`config.mk`:
```
export PLATFORM = sky130hd
export DESIGN_NAME = swc_system_options
export DESIGN_NICKNAME = d
export VERILOG_FILES = /design/src/hdl/swc_pkg.sv /design/src/hdl/swc_system_options.sv /design/src/hdl/swc_watchdog.sv
export SDC_FILE = /design/constraint.sdc
export NUM_CORES = 1
export LEC_CHECK = 0
export ABC_AREA = 1
export CORE_MARGIN = 4
export CORE_UTILIZATION = 50
export DETAILED_ROUTE_END_ITERATION = 16
export DONT_BUFFER_PORTS = 1
export PLACE_DENSITY = 0.77
export RECOVER_POWER = 100
export SLEW_MARGIN = 20
export SYNTH_ARGS = -nofsm -noshare
export SYNTH_HDL_FRONTEND = slang
export SYNTH_SLANG_ARGS = --single-unit
```
`constraint.sdc`:
```
create_clock -name core_clk_i -period 6.65 [get_ports core_clk_i]
set_clock_uncertainty 0.15 [all_clocks]
set_input_delay 0.3325 -clock core_clk_i [delete_from_list [all_inputs] [get_ports core_clk_i]]
set_output_delay 0.3325 -clock core_clk_i [all_outputs]
set_load 0.005 [all_outputs]
```
`src/hdl/swc_pkg.sv`:
```
// package: register map, field layout and timing for system options block
package swc_pkg;
    // ========================================
    // register byte offsets on the processor register port
    localparam logic [7:0] SWC_OFS_RESET_STATUS = 8'h00;
    localparam logic [7:0] SWC_OFS_DEBUG_FORCE_RESET = 8'h01;
    localparam logic [7:0] SWC_OFS_OPTIONS_ONE = 8'h02;
    localparam logic [7:0] SWC_OFS_OPTIONS_TWO = 8'h03;
    localparam logic [7:0] SWC_OFS_PART_ID_HIGH = 8'h06;
    localparam logic [7:0] SWC_OFS_PART_ID_LOW = 8'h07;

    // ========================================
    // field positions
    localparam int SWC_FORCE_RESET_BIT = 0;
    localparam int SWC_WD_TIMEOUT_HI = 7;
    localparam int SWC_WD_TIMEOUT_LO = 6;
    localparam int SWC_STOP_ENABLE_BIT = 5;
    localparam int SWC_TWO_WIRE_BIT = 3;
    localparam int SWC_WD_CLOCK_BIT = 7;
    localparam int SWC_WD_WINDOW_BIT = 6;
    localparam int SWC_CONV_TRIG_BIT = 4;
    localparam int SWC_CLKOUT_DIV_HI = 2;
    localparam int SWC_CLKOUT_DIV_LO = 0;

    // ========================================
    // reset values and read masks
    localparam logic [7:0] SWC_OPT1_RESET = 8'hC0;
    localparam logic [7:0] SWC_OPT2_RESET = 8'h00;
    localparam logic [7:0] SWC_OPT1_MASK = 8'hE8;
    localparam logic [7:0] SWC_OPT2_MASK = 8'hD7;
    localparam logic [7:0] SWC_OPT2_ONCE_MASK = 8'hC0;
    localparam logic [7:0] SWC_READ_ZERO = 8'h00;

    // ========================================
    // watchdog service sequence and counts
    localparam logic [7:0] SWC_SERVICE_FIRST = 8'h55;
    localparam logic [7:0] SWC_SERVICE_SECOND = 8'hAA;
    localparam int SWC_WD_CNT_W = 19;
    localparam logic [1:0] SWC_WD_OFF = 2'h0;
    localparam logic [1:0] SWC_WD_SHORT = 2'h1;
    localparam logic [1:0] SWC_WD_MID = 2'h2;
    localparam logic [18:0] SWC_LPO_LIMIT_SHORT = 19'h00020;
    localparam logic [18:0] SWC_LPO_LIMIT_MID = 19'h00100;
    localparam logic [18:0] SWC_LPO_LIMIT_LONG = 19'h00400;
    localparam logic [18:0] SWC_BUS_LIMIT_SHORT = 19'h02000;
    localparam logic [18:0] SWC_BUS_LIMIT_MID = 19'h10000;
    localparam logic [18:0] SWC_BUS_LIMIT_LONG = 19'h40000;
    localparam logic [18:0] SWC_BUS_OPEN_SHORT = 19'h01800;
    localparam logic [18:0] SWC_BUS_OPEN_MID = 19'h0C000;
    localparam logic [18:0] SWC_BUS_OPEN_LONG = 19'h30000;

    // ========================================
    // time base
    localparam int SWC_CLK_PERIOD_PS = 4000;
    localparam int SWC_LPO_PERIOD_US = 1000;
    localparam int SWC_LPO_CYCLES = SWC_LPO_PERIOD_US * 1000 * 1000 / SWC_CLK_PERIOD_PS;
endpackage

```
`src/hdl/swc_system_options.sv`:
```
// system options, debug force reset, identification and watchdog top
`timescale 1ns/1ns
`default_nettype none
module swc_system_options
    import swc_pkg::*;
#(
    // arbitrary part number and revision, not any real device code
    parameter logic [11:0] PART_NUMBER = 12'h5A3,
    parameter logic [3:0] REVISION = 4'h1,
    parameter int LPO_CYCLES = SWC_LPO_CYCLES
)
(
    // clock and reset
    input wire logic core_clk_i,
    input wire logic resetn_i,
    // register port
    input wire logic [7:0] reg_addr_i,
    input wire logic reg_wr_i,
    input wire logic reg_rd_i,
    input wire logic reg_from_debug_i,
    input wire logic [7:0] reg_wdata_i,
    output logic [7:0] reg_rdata_o,
    // processor events
    input wire logic stop_exec_i,
    output logic stop_grant_o,
    // converter trigger
    input wire logic converter_hw_trigger_enable_i,
    input wire logic rtc_overflow_i,
    input wire logic irq_pin_i,
    output logic converter_trigger_o,
    // pin routing and clock output
    output logic two_wire_pin_select_o,
    output logic clock_out_en_o,
    output logic clock_out_o,
    // reset requests
    output logic force_reset_o,
    output logic illegal_opcode_reset_o,
    output logic watchdog_reset_o,
    output logic system_reset_req_o
);
    // ========================================
    // parameter checks
    generate
        if (LPO_CYCLES < 2)
        begin : g_bad_lpo
            $error("LPO_CYCLES must be at least 2");
        end
    endgenerate

    localparam int LPO_W = $clog2(LPO_CYCLES);

    // ========================================
    // state
    typedef struct packed {
        logic [7:0] opt1;
        logic [7:0] opt2;
        logic opt1_locked;
        logic opt2_locked;
        logic [7:0] rdata;
        logic force_rst;
        logic ilop_rst;
        logic stop_grant;
        logic [LPO_W-1:0] lpo_cnt;
        logic lpo_tick;
        logic [2:0] clk_cnt;
        logic clk_out;
        logic clk_en;
        logic irq_s1;
        logic irq_s2;
        logic irq_s3;
        logic irq_level;
        logic conv_trig;
    } swc_state_t;

    swc_state_t st_reg;
    swc_state_t st_next;

    logic wr_debug;
    logic wr_opt1;
    logic wr_opt2;
    logic wr_srs;
    logic [7:0] part_high;
    logic [7:0] part_low;
    logic [1:0] wd_timeout_sel;
    logic wd_clock_sel;
    logic wd_window_en;
    logic stop_mode_enable;
    logic converter_trigger_select;
    logic [2:0] clock_output_divider;
    logic wd_tick;
    logic wd_rst;

    // ========================================
    // field views
    always_comb
    begin
        wd_timeout_sel = st_reg.opt1[SWC_WD_TIMEOUT_HI:SWC_WD_TIMEOUT_LO];
        stop_mode_enable = st_reg.opt1[SWC_STOP_ENABLE_BIT];
        wd_clock_sel = st_reg.opt2[SWC_WD_CLOCK_BIT];
        wd_window_en = st_reg.opt2[SWC_WD_WINDOW_BIT];
        converter_trigger_select = st_reg.opt2[SWC_CONV_TRIG_BIT];
        clock_output_divider = st_reg.opt2[SWC_CLKOUT_DIV_HI:SWC_CLKOUT_DIV_LO];
        part_high = {REVISION, PART_NUMBER[11:8]};
        part_low = PART_NUMBER[7:0];
    end

    // ========================================
    // address decode
    always_comb
    begin
        // user-program writes to the debug register never decode
        wr_debug = reg_wr_i && reg_from_debug_i
            && (reg_addr_i == SWC_OFS_DEBUG_FORCE_RESET);
        wr_opt1 = reg_wr_i && (reg_addr_i == SWC_OFS_OPTIONS_ONE);
        wr_opt2 = reg_wr_i && (reg_addr_i == SWC_OFS_OPTIONS_TWO);
        wr_srs = reg_wr_i && (reg_addr_i == SWC_OFS_RESET_STATUS);
    end

    // ========================================
    // next state
    always_comb
    begin
        st_next = st_reg;
        st_next.force_rst = 1'b0;
        st_next.ilop_rst = 1'b0;
        st_next.stop_grant = 1'b0;

        // write-once options one
        if (wr_opt1 && !st_reg.opt1_locked)
        begin
            st_next.opt1 = reg_wdata_i & SWC_OPT1_MASK;
            st_next.opt1_locked = 1'b1;
        end

        // options two: once bits lock, trigger and divider stay writable
        if (wr_opt2)
        begin
            if (!st_reg.opt2_locked)
            begin
                st_next.opt2 = reg_wdata_i & SWC_OPT2_MASK;
                st_next.opt2_locked = 1'b1;
            end
            else
            begin
                st_next.opt2 = (st_reg.opt2 & SWC_OPT2_ONCE_MASK)
                    | (reg_wdata_i & SWC_OPT2_MASK & ~SWC_OPT2_ONCE_MASK);
            end
        end

        // debug force reset
        if (wr_debug && reg_wdata_i[SWC_FORCE_RESET_BIT])
        begin
            st_next.force_rst = 1'b1;
        end

        // stop instruction
        if (stop_exec_i)
        begin
            if (stop_mode_enable)
            begin
                st_next.stop_grant = 1'b1;
            end
            else
            begin
                st_next.ilop_rst = 1'b1;
            end
        end

        // read data, registered one cycle after the strobe
        if (reg_rd_i)
        begin
            case (reg_addr_i)
                SWC_OFS_DEBUG_FORCE_RESET: st_next.rdata = SWC_READ_ZERO;
                SWC_OFS_OPTIONS_ONE: st_next.rdata = st_reg.opt1;
                SWC_OFS_OPTIONS_TWO: st_next.rdata = st_reg.opt2;
                SWC_OFS_PART_ID_HIGH: st_next.rdata = part_high;
                SWC_OFS_PART_ID_LOW: st_next.rdata = part_low;
                default: st_next.rdata = SWC_READ_ZERO;
            endcase
        end

        // 1 kHz time base as a one-cycle enable
        st_next.lpo_tick = 1'b0;
        if (st_reg.lpo_cnt == LPO_W'(LPO_CYCLES - 1))
        begin
            st_next.lpo_cnt = '0;
            st_next.lpo_tick = 1'b1;
        end
        else
        begin
            st_next.lpo_cnt = st_reg.lpo_cnt + 1'b1;
        end

        // clock output: toggle every divider-value cycles
        if (clock_output_divider == 3'h0)
        begin
            st_next.clk_cnt = 3'h0;
            st_next.clk_out = 1'b0;
            st_next.clk_en = 1'b0;
        end
        else
        begin
            st_next.clk_en = 1'b1;
            if (st_reg.clk_cnt >= clock_output_divider - 3'h1)
            begin
                st_next.clk_cnt = 3'h0;
                st_next.clk_out = ~st_reg.clk_out;
            end
            else
            begin
                st_next.clk_cnt = st_reg.clk_cnt + 3'h1;
            end
        end

        // interrupt pin: three stages, change counts when stages two and three agree
        st_next.irq_s1 = irq_pin_i;
        st_next.irq_s2 = st_reg.irq_s1;
        st_next.irq_s3 = st_reg.irq_s2;
        if (st_reg.irq_s2 == st_reg.irq_s3)
        begin
            st_next.irq_level = st_reg.irq_s3;
        end

        // converter hardware trigger source
        if (!converter_hw_trigger_enable_i)
        begin
            st_next.conv_trig = 1'b0;
        end
        else if (converter_trigger_select)
        begin
            st_next.conv_trig = st_reg.irq_level;
        end
        else
        begin
            st_next.conv_trig = rtc_overflow_i;
        end
    end

    // ========================================
    // state register
    always_ff @(posedge core_clk_i or negedge resetn_i)
    begin
        if (!resetn_i)
        begin
            st_reg <= '0;
            st_reg.opt1 <= SWC_OPT1_RESET;
            st_reg.opt2 <= SWC_OPT2_RESET;
        end
        else
        begin
            st_reg <= st_next;
        end
    end

    // ========================================
    // watchdog
    assign wd_tick = wd_clock_sel ? 1'b1 : st_reg.lpo_tick;

    swc_watchdog u_watchdog (
        .core_clk_i(core_clk_i),
        .resetn_i(resetn_i),
        .tick_i(wd_tick),
        .timeout_sel_i(wd_timeout_sel),
        .bus_clock_i(wd_clock_sel),
        .window_i(wd_window_en),
        .srs_wr_i(wr_srs),
        .srs_wdata_i(reg_wdata_i),
        .wd_reset_o(wd_rst)
    );

    // ========================================
    // outputs
    assign reg_rdata_o = st_reg.rdata;
    assign stop_grant_o = st_reg.stop_grant;
    assign converter_trigger_o = st_reg.conv_trig;
    assign two_wire_pin_select_o = st_reg.opt1[SWC_TWO_WIRE_BIT];
    assign clock_out_en_o = st_reg.clk_en;
    assign clock_out_o = st_reg.clk_out;
    assign force_reset_o = st_reg.force_rst;
    assign illegal_opcode_reset_o = st_reg.ilop_rst;
    assign watchdog_reset_o = wd_rst;
    // the reset controller is outside; it pulls resetn_i in answer
    assign system_reset_req_o = st_reg.force_rst | st_reg.ilop_rst | wd_rst;
endmodule
`default_nettype wire

```
`src/hdl/swc_watchdog.sv`:
```
// watchdog counter with service sequence and windowed mode
`timescale 1ns/1ns
`default_nettype none
module swc_watchdog
    import swc_pkg::*;
(
    // clock and reset
    input wire logic core_clk_i,
    input wire logic resetn_i,
    // configuration
    input wire logic tick_i,
    input wire logic [1:0] timeout_sel_i,
    input wire logic bus_clock_i,
    input wire logic window_i,
    // service writes
    input wire logic srs_wr_i,
    input wire logic [7:0] srs_wdata_i,
    // reset request
    output logic wd_reset_o
);
    typedef struct packed {
        logic [SWC_WD_CNT_W-1:0] cnt;
        logic got_first;
        logic rst;
    } swc_wd_state_t;

    swc_wd_state_t st_reg;
    swc_wd_state_t st_next;
    logic [SWC_WD_CNT_W-1:0] limit;
    logic [SWC_WD_CNT_W-1:0] open_at;
    logic enabled;
    logic early;

    // ========================================
    // period select
    always_comb
    begin
        enabled = (timeout_sel_i != SWC_WD_OFF);
        case (timeout_sel_i)
            SWC_WD_SHORT:
            begin
                limit = bus_clock_i ? SWC_BUS_LIMIT_SHORT : SWC_LPO_LIMIT_SHORT;
                open_at = SWC_BUS_OPEN_SHORT;
            end
            SWC_WD_MID:
            begin
                limit = bus_clock_i ? SWC_BUS_LIMIT_MID : SWC_LPO_LIMIT_MID;
                open_at = SWC_BUS_OPEN_MID;
            end
            default:
            begin
                limit = bus_clock_i ? SWC_BUS_LIMIT_LONG : SWC_LPO_LIMIT_LONG;
                open_at = SWC_BUS_OPEN_LONG;
            end
        endcase
        // window only defined for the bus clock source
        early = window_i && bus_clock_i && (st_reg.cnt < open_at);
    end

    // ========================================
    // counter and service
    always_comb
    begin
        st_next = st_reg;
        st_next.rst = 1'b0;
        if (!enabled)
        begin
            st_next.cnt = '0;
            st_next.got_first = 1'b0;
        end
        else if (srs_wr_i)
        begin
            if (early)
            begin
                st_next.rst = 1'b1;
                st_next.cnt = '0;
            end
            else if (srs_wdata_i == SWC_SERVICE_FIRST)
            begin
                st_next.got_first = 1'b1;
            end
            else if (srs_wdata_i == SWC_SERVICE_SECOND)
            begin
                if (st_reg.got_first)
                begin
                    st_next.cnt = '0;
                end
                st_next.got_first = 1'b0;
            end
            else
            begin
                st_next.rst = 1'b1;
                st_next.cnt = '0;
                st_next.got_first = 1'b0;
            end
        end
        else if (tick_i)
        begin
            // at or above, so a period shortened late still fires
            if (st_reg.cnt >= limit - 1'b1)
            begin
                st_next.rst = 1'b1;
                st_next.cnt = '0;
            end
            else
            begin
                st_next.cnt = st_reg.cnt + 1'b1;
            end
        end
    end

    always_ff @(posedge core_clk_i or negedge resetn_i)
    begin
        if (!resetn_i)
        begin
            st_reg <= '0;
        end
        else
        begin
            st_reg <= st_next;
        end
    end

    assign wd_reset_o = st_reg.rst;
endmodule
`default_nettype wire

```
# After elaboration in Yosys (flattened, before gate mapping)
# Cells that the tools add are included.
# classes
n_addsub	5
multipliers	0
div	0
magnitude_cmp	3
n_eq_ne	16
n_shift	0
n_mux	37
n_bitwise	4
reduce_logical	16
# ops
cell	n
19-bit two-way mux	7
20-bit two-way mux	2
19-bit one-hot mux with 2 select lines	1
18-bit one-hot mux with 2 select lines	1
8-bit one-hot mux with 4 select lines	1
19-bit by 1-bit adder with 19-bit output, second input constant	1
19-bit >= comparator	1
19-bit by 18-bit < comparator with 1-bit output	1
19-bit by 1-bit subtractor with 19-bit output, second input constant	1
18-bit by 1-bit adder with 18-bit output, second input constant	1
18-bit == test, second input constant	1
1-bit two-way mux	18
18-bit two-way mux	1
17-bit two-way mux	1
8-bit by 2-bit == test with 1-bit output, second input constant	2
8-bit by 3-bit == test with 1-bit output, second input constant	2
14-bit two-way mux	1
1-bit logical AND	9
8-bit by 1-bit == test with 1-bit output, second input constant	1
8-bit by 7-bit == test with 1-bit output, second input constant	1
8-bit == test, second input constant	1
8-bit zero test	1
8-bit two-way mux	1
8-bit by 5-bit OR with 8-bit output	1
other kinds (21)	23
# word_totals
register_bits	75
latch_bits	0
mem_bits_rw	0
mem_bits_ro	0
in_bits	25
word_cells	102
memories	0

# Depth between registers and ports, before layout
# Gate-level depths: netlist of run 1.
# depth
word_depth	8
mapped_depth	20

# Cells and area by module
# Synthesis of run 1 repeated with hierarchy kept, for this count alone.
# unflattened
hier_cells	679
area_unflattened_um2	4904.7
# modules_own_cells
module	instances	cells_each	area_per_inst_um2
swc_system_options	1	310	2602.5
swc_watchdog	1	369	2302.2

# Worst setup path before layout of run 1
# Ideal clock, no wire load.
# synth_timing
path_kind	reg-to-reg
startpoint	register st_reg[56] (netlist bit)
endpoint	register u_watchdog.st_reg[7] (netlist bit)
setup_ps	116
arrival_time_ps	2813
t_required_ps	6384
slack_ps	3571
path_stages_with_launch	20
path_buffers	1
path_cell_list	dfstp_2 -> inv_1 -> ha_1 -> nand2_1 -> nor2_1 -> inv_1 -> ha_1 -> nand4_1 -> xor2_1 -> ha_1 -> nand2_1 -> nor2_1 -> nand2_1 -> inv_1 -> nand4_1 -> nand4_1 -> buf_2 -> nor2_1 -> nand2_2 -> nand2_1
# synth_between
elab_chain_cells	8
word_cells_on_any_way	18
# synth_rtl
element	line	source
start, declared	swc_system_options.sv:75	swc_state_t st_reg;
start signal, assigned	swc_system_options.sv:251	st_reg <= st_next;
2-bit == test / 2-bit by 1-bit == test with 1-bit output (equally long branches)	swc_watchdog.sv:39	case (timeout_sel_i)
19-bit one-hot mux with 2 select lines	swc_watchdog.sv:39	
19-bit by 1-bit subtractor with 19-bit output	swc_watchdog.sv:100	if (st_reg.cnt >= limit - 1'b1)
19-bit >= comparator	swc_watchdog.sv:100	
19-bit two-way mux	swc_watchdog.sv:100	
19-bit two-way mux	swc_watchdog.sv:97	else if (tick_i)
19-bit two-way mux	swc_watchdog.sv:71	else if (srs_wr_i)
20-bit two-way mux	swc_watchdog.sv:66	if (!enabled)
end signal, assigned	swc_watchdog.sv:120	st_reg <= st_next;
end, declared	swc_watchdog.sv:27	swc_wd_state_t st_reg;
# Several ways; a longest one is shown, not always the timed one. The select of a mux whose other input is x is not followed.
# A chain may end at the register's enable or synchronous reset.

==> results.md, run 1 <==
- Post-synthesis sequential area ratio: 0.383
- Initial Utilization: 0.514
- Chip height: 106 um
- Clock Tree Buf Depth: 2
- Drt drc: 0
- Final worst-path cycle share: 0.635
- Post-Synth Simple-Gate Area: 0.357
- Final Setup Violations: 0
- Post-synth EDFFs: 0
- Mux contribution to synthesized area: 0
- H-tree depth: 3
- Synth top cells by count: 174 x nand2_1, 78 x inv_1, 78 x nor2_1, 71 x dfrtp_1, 46 x nand3_1
- Synth Area in XOR/XNOR: 0.0257
- Post-CTS Setup Repair Bufs: 0
- Worst path slowest cell: clkbuf_1
- Final min period: about 4.2 ns
- Synth area leaders: dfrtp_1 37%, nand2_1 14%, ha_1 8.7%
- Required time of the critical path: 6.07 ns
- Number of port buffers: 0
- Hold_ws: 0.0170 ns
- Pin count of the biggest net entering global routing: 74
- Drt total wl: 10300 um
- Initial antenna violation count: 0
- Critical Path AT: between 3 and 4 ns
- CP cell instances: dlygate4sd3_1, clkbuf_1
- Logic pwr share: 0.046
- Max VDD drop: 0.000116 V
- Sum Neg Setup Slack: 0 ns
- PostCTS Resize Cnt: 0
- Syn avg cell area: 7.53 um2
- CP startpoint kind: input pin
- First-pass GRT wire length: 18100 um
- CP endpoint kind: async pin
- CTS tree: built
- Cell taking the most area after synthesis: dfrtp_1
- Max FFs per register: 31
- Failing checks: capacitance limit, slew limit
- 1st-pass router iterations: 7
- Dominant synthesized flop cell: dfrtp_1
- Ports: between 40 and 50
- Slowest stage delay, CP: 2.72 ns
- Fin. Hold Viols: 0
- Status: finished with violations
- Clock Latency Late Sink: 0.35 ns
- CP delay by family, top: buffers and inverters
- Sw frac: 0.238
- GRT Total Usage: 0.197
- Max Cap Viol: 1
- Yosys warns: 0
- Cell with the most instances after synthesis: nand2_1
- ANT cells: 0
- Via density: around 5.3
- Post-route ant nets: 0
- Post-synthesis cell type count: 39
- Die outline area: approximately 11000 um2
- Post-synthesis compound-gate area fraction: 0.0535
- Sequential Power Share: 0.544
- Post-Synth Adder-Cell Area: 0.0886
- Internal portion of total power: 637 uW
- Crit path buffers/inverters: 2
- Num Clock Sinks: 73
- Routed len/inst: 13.3 um
- Area growth from synthesis to layout: 7.29%
- DP HPWL: approximately 7600 um
- Clk pwr share: 0.410
- Inserted Clock Buffers: 9
- Die W: 106 um
- Mapped cell area: 4770 um2
- Worst-path clk slew: 0.07 ns
- Net count reported at finish: 702
- Finished Layout Cells: 777
- Rows: 35
- Layout cells sized above 1: 0.0725
- Main combinational cell family by area after synthesis: simple AND/OR/NAND/NOR gates
- Rel. slew slack: -1.58
- Number of synthesized register bits: 73
- Core area: roughly 9300 um2
- GRT overflow: 0
- F_max: 237 MHz
- Dpl cells: roughly 750
- Slew Viols, Final: 74
- Worst-margin pin slew: 3.87 ns
- Vias in the first global route: 3995
- P_sw: 199 uW
- Syn Nets: 692
- Post-synth top area share: 0.372
- Initial DRC Count: between 200 and 250
- Clock root buffer: clkbuf_8
- Synth Instances: around 630
- Hold Path Class: input pin to register
- Routed vias: ~4100
- Pwr dens: 163 nW/um2
- Asr flop ratio synth: 1.00
- Leakage: roughly 0.0026 uW
- Final GP Congestion: a little under 0.9
- RSZ-0062 raised after global routing: false
- Setup Crit Path Kind: input pin to async pin
- Highest net fanout along the worst path: 73
## path summary, 6_finish.rpt
path                                start                    to  slack (ns)  cells past startpoint
min in group asynchronous        resetn_i  u_watchdog.st_reg[2]        1.74                      2
max                              resetn_i            st_reg[23]        2.43                      2
max reg2reg                    st_reg[56]  u_watchdog.st_reg[7]        2.53                     16
max in group core_clk_i        st_reg[56]  u_watchdog.st_reg[7]        2.53                     16
min reg2reg                    st_next[3]            st_next[2]        0.21                      0
min                        reg_wdata_i[7]            st_reg[57]        0.02                      2
## kinds of logic (layout without fill, tap and decap cells)
group / after synthesis / in the layout
compound gates: 47 / 47
xor+xnor: 14 / 14
buf+inv: 100 / 114
fa+ha+maj: 34 / 34
simple gates: 366 / 366
flops: 73 / 73
## stage by stage
step	worst slack, ns	power (uW)	utilization	cell area (um2)
floorplan	3.57	483	-	4770
global placement	2.84	485	0.519	4810
detailed placement	2.57	487	0.519	4810
CTS	2.52	848	0.556	5160
global route	1.63	875	0.551	5120
finish	2.43	836	0.551	5120
## per-layer routing
| layer | GRT usage | vias to the layer above | routed length, um | share of wire |
|---|---|---|---|---|
| met2 | 0.329 | 115 | 4970 | 0.48 |
| met3 | 0.0514 | 20 | 685 | 0.067 |
| met4 | 0.0601 | 0 | 194 | 0.019 |
| li1 | - | 2044 | - | - |
| met5 | 0 | - | 0 | 0 |
| met1 | 0.249 | 1909 | 4440 | 0.43 |
## power by group through the flow
| stage | clock network [uW] | registers [uW] | logic, uW |
|---|---|---|---|
| 6_report | 343 | 455 | 38.1 |
| 4_1_cts | 352 | 455 | 40.6 |
| 2_1_floorplan | 0 | 462 | 20.4 |
| 5_1_grt | 376 | 456 | 44.0 |
| 3_3_place_gp | 0 | 463 | 21.8 |
| 3_5_place_dp | 0 | 464 | 23.6 |
## placed cells by master, fill, tap and decap left out, types with 3 or more instances in the layout
cell type / instances
nand2_1: 175
nor2_1: 80
inv_1: 78
dfrtp_1: 71
nand3_1: 46
ha_1: 33
o21ai_0: 26
nand4_1: 24
dlygate4sd3_1: 14
a21oi_1: 13
xor2_1: 10
clkbuf_8: 9
or2_2: 8
nor4_1: 6
nand2_2: 6
o21bai_1: 4
inv_2: 4
xnor2_1: 4
nor3_1: 4
nor2_2: 3
nand3_4: 3
## timing repair
action,4_1_cts,5_1_grt
hold endpoints to repair,91,1
hold buffers,14,1
endpoints found under the setup margin,0,0
## final cells by class
class                           count  area, um2
Tap cell                          129        161
Multi-Input combinational cell    461       2470
Fill cell                         885       4160
Timing Repair Buffer               16        151
Clock buffer                        9        124
Clock inverter                      6       68.8
Inverter                           83        312
Sequential cell                    73       1830
## worst reg2reg max path, cell delays in order (launching register included)
cell and delay, ns:
dfstp_1 0.58, inv_1 0.11, ha_1 0.38, nand2_1 0.13, nor2_1 0.27, inv_1 0.08
ha_1 0.24, nand4_1 0.14, xor2_1 0.16, ha_1 0.26, a21oi_1 0.12, o21ai_0 0.10
a21oi_1 0.13, nand4_1 0.69, nor2_1 0.38, nand2_2 0.08, nand2_1 0.07
No activity file was read; power rests on OpenSTA's default activity.
==> run 2, diff against run 1 <==
==> constraint.sdc (replaced) <==
create_clock -name core_clk_i -period 4 [get_ports core_clk_i]
set_clock_uncertainty 0.15 [all_clocks]
set_input_delay 0.2 -clock core_clk_i [delete_from_list [all_inputs] [get_ports core_clk_i]]
set_output_delay 0.2 -clock core_clk_i [all_outputs]
set_load 0.005 [all_outputs]
==> run 2 against run 1 <==
Against the previous run: the flow still finishes with violations (capacitance limit, slew limit); cell count is 0.77% higher; sequential cell count unchanged; hold slack improved by 0.0012 ns; wire length up 4.7%; utilization rose by 0.89 points; power rose by 77%; critical path depth increased by 17; worst setup slack got worse by 2.0 ns; global-route usage increased by 1.5 points; first-iteration DRC count is 9.3% lower; combinational power is 81% higher; largest cell class unchanged.
==> results.md, run 2 (same netlist as run 1, synthesis figures left out) <==
- Net count reported at finish: 708 (+0.85%)
- Slowest stage delay, CP: 0.57 ns (-2.15 ns)
- Pwr dens: 284 nW/um2 (+74%)
- Fillers: 857 (-3.2%)
- H-tree depth: 3 (unchanged)
- Core area: 9280 um2 (unchanged)
- Initial DRC Count: 206 (-9.3%)
- GRT overflow: 0 (unchanged)
- ANT cells: 0 (unchanged)
- Area occupied by multi-input gates: 2470 um2 (unchanged)
- Final min period: 3.58 ns
- Reg area: 1830 um2 (unchanged)
- Via density: 5.27 (+0.25%)
- Layout cells sized above 1: 0.0765 (+0.00392)
- CP cell instances: inv_1, ha_1, nand2_1, nor2_1, inv_1, ha_1, nand4_1, xor2_1, ha_1, nand2_1, nor2_1, nand2_1, inv_1, nand4_1, nand4_1, buf_4, nor2_1, nand2_2, nand2_1
- Post-CTS Setup Repair Bufs: 0 (unchanged)
- FF-to-FF End: u_watchdog.st_reg[7]
- Start point of the worst hold path: reg_addr_i[3]
- Finished Layout Cells: 783 (+0.77%)
- Worst path slowest cell: dfstp_2
- Sum Neg Setup Slack: 0 ns (unchanged)
- Worst-path clk slew: 0.08 ns (about the same)
- Rel. slew slack: -0.211 (+1.37)
- Final Setup Violations: 0 (unchanged)
- Setup Crit Path Kind: register to register
- Status: finished with violations
- Vias in the first global route: 4268 (+6.8%)
- Initial antenna violation count: 0 (unchanged)
- Worst-margin pin slew: 1.82 ns (-2.05 ns)
- Fin. Hold Viols: 0 (unchanged)
- GRT Total Usage: 0.212 (+0.0152)
- Hold Path Class: input pin to register
- CTS tree: built
- Drt total wl: 10800 um (+4.7%)
- R2r setup slk: 0.42 ns (-2.11 ns)
- Post-route ant nets: 0 (unchanged)
- Max Cap Viol: 1 (unchanged)
- PostCTS Resize Cnt: 0 (unchanged)
- Highest net fanout along the worst path: 20 (-73%)
- Drt drc: 0 (unchanged)
- Worst setup path end: u_watchdog.st_reg[7]
- CP Depth: 19 (+17)
- Number of port buffers: 0 (unchanged)
- Ports: 42 (unchanged)
- Dpl cells: 748 (+0.13%)
- Max VDD drop: 0.000245 V (+110%)
- Clock root buffer: clkbuf_8
- Routed vias: 4130 (+1.0%)
- Most frequent cells in the layout: 175 x nand2_1, 80 x nor2_1, 78 x inv_1, 71 x dfrtp_1, 46 x nand3_1
- Chip height: 106 um (unchanged)
- Required time of the critical path: 4.11 ns (-1.96 ns)
- DP HPWL: 7650 um (+1.2%)
- Initial Utilization: 0.514 (unchanged)
- Clock Tree Buf Depth: 2 (unchanged)
- Area growth from synthesis to layout: 9.02%
- RSZ-0062 raised after global routing: false
- Crit. Startpoint: st_reg[56]
- Routed len/inst: 13.8 um (+3.9%)
- Worst r2r src: st_reg[56]
- Die outline area: 11200 um2 (unchanged)
- Commonest non-fill, non-tap cell in the layout: nand2_1
- Failing checks: capacitance limit, slew limit
- F_max: 279 MHz
- Final worst-path cycle share: 0.895
- Leakage: 0.00260 uW (+1.4%)
- 1st-pass router iterations: 5 (-2)
- Final GP Congestion: 0.873 (+0.28%)
- Clock Latency Late Sink: 0.36 ns (about the same)
- Inserted Clock Buffers: 9 (unchanged)
- Dpl cell area: 4820 um2 (+0.16%)
- Cell area after layout: 5200 um2 (+1.6%)
- Critical Path AT: 3.68 ns (+0.04 ns)
- CP delay by family, top: simple AND/OR/NAND/NOR gates
- Rows: 35 (unchanged)
- CP most frequent cell: nand2_1
- Hold Crit Depth: 3 (+1)
- Pin count of the biggest net entering global routing: 74 (unchanged)
- CP endpoint kind: register
- Crit path buffers/inverters: 4 (+2)
- FF-to-FF path depth: 19 (+3)
- Max FFs per register: 31 (unchanged)
- Num Clock Sinks: 73 (unchanged)
- Slew Viols, Final: 74 (unchanged)
- CP startpoint kind: register
- Die W: 106 um (unchanged)
- First-pass GRT wire length: 19400 um (+7.3%)
- Layout Utilization: 0.560 (+0.00889)
==> run 2: per-stage QoR <==
stage / power [uW] / hold WS [ns] / setup WS [ns]
after detailed placement: 810 / -0.244 / 0.455
after global placement: 807 / -0.244 / 0.673
final: 1480 / 0.0182 / 0.422
after CTS: 1490 / 0.0000624 / 0.441
after global routing: 1540 / 0.00341 / 0.0480
after floorplan: 802 / -0.246 / 0.921
==> run 2: cell type report <==
class / count / share of cell area
Timing Repair Buffer: 22 / 0.0404
Inverter: 83 / 0.0599
Sequential cell: 73 / 0.352
Tap cell: 129 / 0.0310
Clock buffer: 9 / 0.0238
Clock inverter: 6 / 0.0178
Multi-Input combinational cell: 461 / 0.475
==> run 2: how the worst min path moves through the flow <==
stage | end | slack (ns)
final | reg_rdata_o[1] | 0.02
after global routing | reg_rdata_o[1] | 0.003
after CTS | reg_rdata_o[1] | 0.00006
after detailed placement | u_watchdog.st_reg[2] | -0.24
after global placement | u_watchdog.st_reg[3] | -0.24
after floorplan | clock_out_en_o | -0.25
==> run 2: repair_timing <==
| action | CTS | global route |
|---|---|---|
| hold endpoints to repair | 96 | 0 |
| endpoints found under the setup margin | 0 | 0 |
| hold buffers | 20 | 0 |
==> run 2: routing by layer <==
layer  part of all wire  GRT usage  up-vias
met5                  0          0        -
met3              0.060     0.0576       21
met4              0.019     0.0722        0
met2               0.49      0.363      114
li1                   -          -     2062
met1               0.43      0.256     1933
==> run 2: worst reg2reg max path, delay by kind of cell, from the launching register on <==
family	cells	cell delay, ns
buffers and inverters	4	0.50
flip-flops	1	0.57
XOR/XNOR	1	0.09
adder cells (fa/ha/maj)	3	0.92
AND/OR/NAND/NOR	11	1.25
==> run 2: report_power, final <==
| group | switching (uW) | total [uW] | internal [uW] |
|---|---|---|---|
| logic | 43.0 | 69.0 | 26.0 |
| registers | 7.52 | 756 | 748 |
| clock network | 301 | 651 | 351 |
| total | 351 | 1480 | 1130 |
==> run 3, diff against run 2 <==
--- a/config.mk
+++ b/config.mk
@@ -15,4 +15,5 @@
 export SLEW_MARGIN = 20
 export SYNTH_ARGS = -nofsm -noshare
 export SYNTH_HDL_FRONTEND = slang
+export SYNTH_HIERARCHICAL = 1
 export SYNTH_SLANG_ARGS = --single-unit
==> run 3 against run 2 <==
Against the previous run: the run still ends with capacitance limit, slew limit left; utilization increased by 1.2 points; largest power group unchanged; sequential share of layout area shrank 1.2 points; critical endpoint is now u_watchdog/st_reg[3]; sequential cell count did not move; first-iteration DRC count is 40% higher; highest routed layer unchanged; cell count increased by 6.9%; critical path type unchanged.
==> results.md, run 3 <==
- Net count reported at finish: 762 (+7.6%)
- Sum Neg Setup Slack: 0 ns (unchanged)
- Area growth from synthesis to layout: 9.80%
- Status: finished with violations
- Vias in the first global route: 4322 (+1.3%)
- Number of synthesized register bits: 73 (unchanged)
- Rows: 35 (unchanged)
- Leakage: 0.00279 uW (+7.3%)
- Post-route ant nets: 0 (unchanged)
- Syn avg cell area: 7.22 um2 (-4.0%)
- Fin. Hold Viols: 0 (unchanged)
- Dpl cell area: 4940 um2 (+2.5%)
- Chip height: 107 um (+1.3%)
- Clock root buffer: clkbuf_8
- Highest net fanout along the worst path: 20 (unchanged)
- Ports: 42 (unchanged)
- Required time of the critical path: 4.09 ns (-0.02 ns)
- Inserted Clock Buffers: 9 (unchanged)
- Post-CTS Setup Repair Bufs: 0 (unchanged)
- Worst r2r src: st_reg[56]
- FF-to-FF path depth: 19 (unchanged)
- Post-synth EDFFs: 0 (unchanged)
- Yosys warns: 6 (+6)
- First-pass GRT wire length: 19400 um (-0.28%)
- Initial Utilization: 0.521 (+0.00691)
- H-tree depth: 3 (unchanged)
- DP HPWL: 7780 um (+1.6%)
- Max VDD drop: 0.000356 V (+46%)
- GRT Total Usage: 0.207 (-0.00459)
- Hold Path Class: input pin to register
- FF-to-FF End: u_watchdog/st_reg[3]
- Initial DRC Count: 289 (+40%)
- Final worst-path cycle share: 0.892 (-0.00272)
- Mapped cell area: 4900 um2 (+2.8%)
- Max FFs per register: 31 (unchanged)
- F_max: 280 MHz (+0.30%)
- CP endpoint kind: register
- GRT overflow: 0 (unchanged)
- Number of port buffers: 0 (unchanged)
- Cell area after layout: 5390 um2 (+3.5%)
- Final Setup Violations: 0 (unchanged)
- Drt total wl: 11200 um (+3.6%)
- Worst-path clk slew: 0.09 ns (about the same)
- Dominant synthesized flop cell: dfrtp_1
- Worst-margin pin slew: 1.77 ns (-0.0443 ns)
- Cell taking the most area after synthesis: dfrtp_1
- Routed vias: 4303 (+4.2%)
- Drt drc: 0 (unchanged)
- Tot Pwr: 1540 uW (+4.0%)
- Syn Nets: 738 (+6.6%)
- Final min period: 3.57 ns (-0.0109 ns)
- Cell with the most instances after synthesis: nand2_1
- Most frequent cells in the layout: 210 x nand2_1, 103 x nor2_1, 81 x inv_1, 71 x dfrtp_1, 52 x nand3_1
- CP startpoint kind: register
- Asr flop ratio synth: 1.00 (unchanged)
- CTS tree: built
- Die W: 107 um (+1.3%)
- RSZ-0062 raised after global routing: false
- Max Cap Viol: 1 (unchanged)
- Layout cells sized above 1: 0.0833 (+0.00688)
- Slew Viols, Final: 74 (unchanged)
- Die outline area: 11500 um2 (+2.6%)
- Synth top cells by count: 208 x nand2_1, 100 x nor2_1, 80 x inv_1, 71 x dfrtp_1, 51 x nand3_1
- Failing checks: capacitance limit, slew limit
- Initial antenna violation count: 0 (unchanged)
- Fillers: 847 (-1.2%)
- Routed len/inst: 13.3 um (-3.1%)
- Setup Crit Path Kind: register to register
- Pwr dens: 285 nW/um2 (+0.45%)
- Post-synthesis cell type count: 40 (+2.6%)
- Clock Latency Late Sink: 0.35 ns (about the same)
- Worst Hold End: u_watchdog/st_reg[1]
- Post-synth top area share: 0.362 (-0.0101)
- 1st-pass router iterations: 5 (unchanged)
- Hold Crit Depth: 5 (+2)
- Post-synthesis sequential area ratio: 0.373 (-0.0104)
- Critical Path AT: 3.66 ns (-0.02 ns)
- Rel. slew slack: -0.181 (+0.0295)
- ANT cells: 0 (unchanged)
- Num Clock Sinks: 73 (unchanged)
- Commonest non-fill, non-tap cell in the layout: nand2_1
- Crit. Startpoint: st_reg[56]
- Synth Instances: 679 (+7.1%)
- Clock Tree Buf Depth: 2 (unchanged)
- Start point of the worst hold path: reg_wdata_i[3]
- Via density: 5.14 (-2.5%)
- Synth area leaders: dfrtp_1 36%, nand2_1 16%, ha_1 8.7%
- Final GP Congestion: 0.904 (+3.5%)
- Core area: 9420 um2 (+1.4%)
- Pin count of the biggest net entering global routing: 74 (unchanged)
- R2r setup slk: 0.43 ns (about the same)
[run 3: changes by cell type after synthesis, sizes merged, moves of 4 or more]
cell and delta:
nand2 +55, nor2 +20, nand4 -17, o21ai -9
nor4 -6, nand3 +4
[run 3: stage by stage]
stage	setup slack [ns]	cells	hold slack, ns	util
finish	0.433	837	0.0358	0.572
global route	0.110	837	0.0335	0.572
CTS	0.465	837	0.0137	0.578
detailed placement	0.485	793	-0.241	0.525
global placement	0.647	793	-0.241	0.525
floorplan	0.944	679	-0.246	-
[run 3: routing by layer]
layer / GRT usage / wire [um] / part of all wire
met3: 0.0361 / 519 / 0.046
met4: 0.0667 / 250 / 0.022
met5: 0 / 0 / 0
met1: 0.264 / 4980 / 0.45
met2: 0.357 / 5420 / 0.49
[run 3: kinds of logic after synthesis]
kind of cell | Yosys count | synth area share
xor gates and xnor gates | 16 | 0.0286
DFF | 73 | 0.373
adders and majority gates | 35 | 0.0888
AOI/OAI and AO/OA | 34 | 0.0411
buffers and inverters | 100 | 0.0921
and+or+nand+nor | 421 | 0.377
[run 3: worst max-delay path by stage]
stage	end	slack, ns
4_1_cts	u_watchdog/st_reg[4]	0.47
5_1_grt	u_watchdog/st_reg[3]	0.11
6_report	u_watchdog/st_reg[3]	0.43
2_1_floorplan	u_watchdog/st_reg[17]	0.94
3_3_place_gp	u_watchdog/st_reg[17]	0.65
3_5_place_dp	u_watchdog/st_reg[3]	0.48
[run 3: critical path: stages (launching register included)]
cell and delay, ns:
dfstp_1 0.60, inv_1 0.11, ha_1 0.37, nand2_1 0.11, nor2_1 0.26, inv_1 0.14, ha_1 0.21, nand3_1 0.11
xor2_1 0.08, ha_1 0.30, nand2_1 0.08, nor2_1 0.18, nand2_1 0.09, nor2_1 0.11, nor2_1 0.05, nand2_1 0.06
buf_4 0.24, nor2_1 0.09, nand2_2 0.08, nand2_2 0.04
[run 3: area by class of cell]
type	instances	area (um2)	area share
multi-input combinational	506	2590	0.480
inverter	83	312	0.0579
clock inverter	7	82.6	0.0153
tap	129	161	0.0300
timing repair buffer	30	290	0.0539
clock buffer	9	124	0.0230
sequential	73	1830	0.340
[run 3: power by group]
part	internal (uW)	switching (uW)
sequential	766	19.0
clock	299	314
combinational	55.0	81.4
total	1120	415
[run 3: repair_timing]
action	CTS	global route
endpoints found under the setup margin	0	0
endpoints found under the hold margin	99	0
hold buffers	28	0
gates resized for setup	0	0
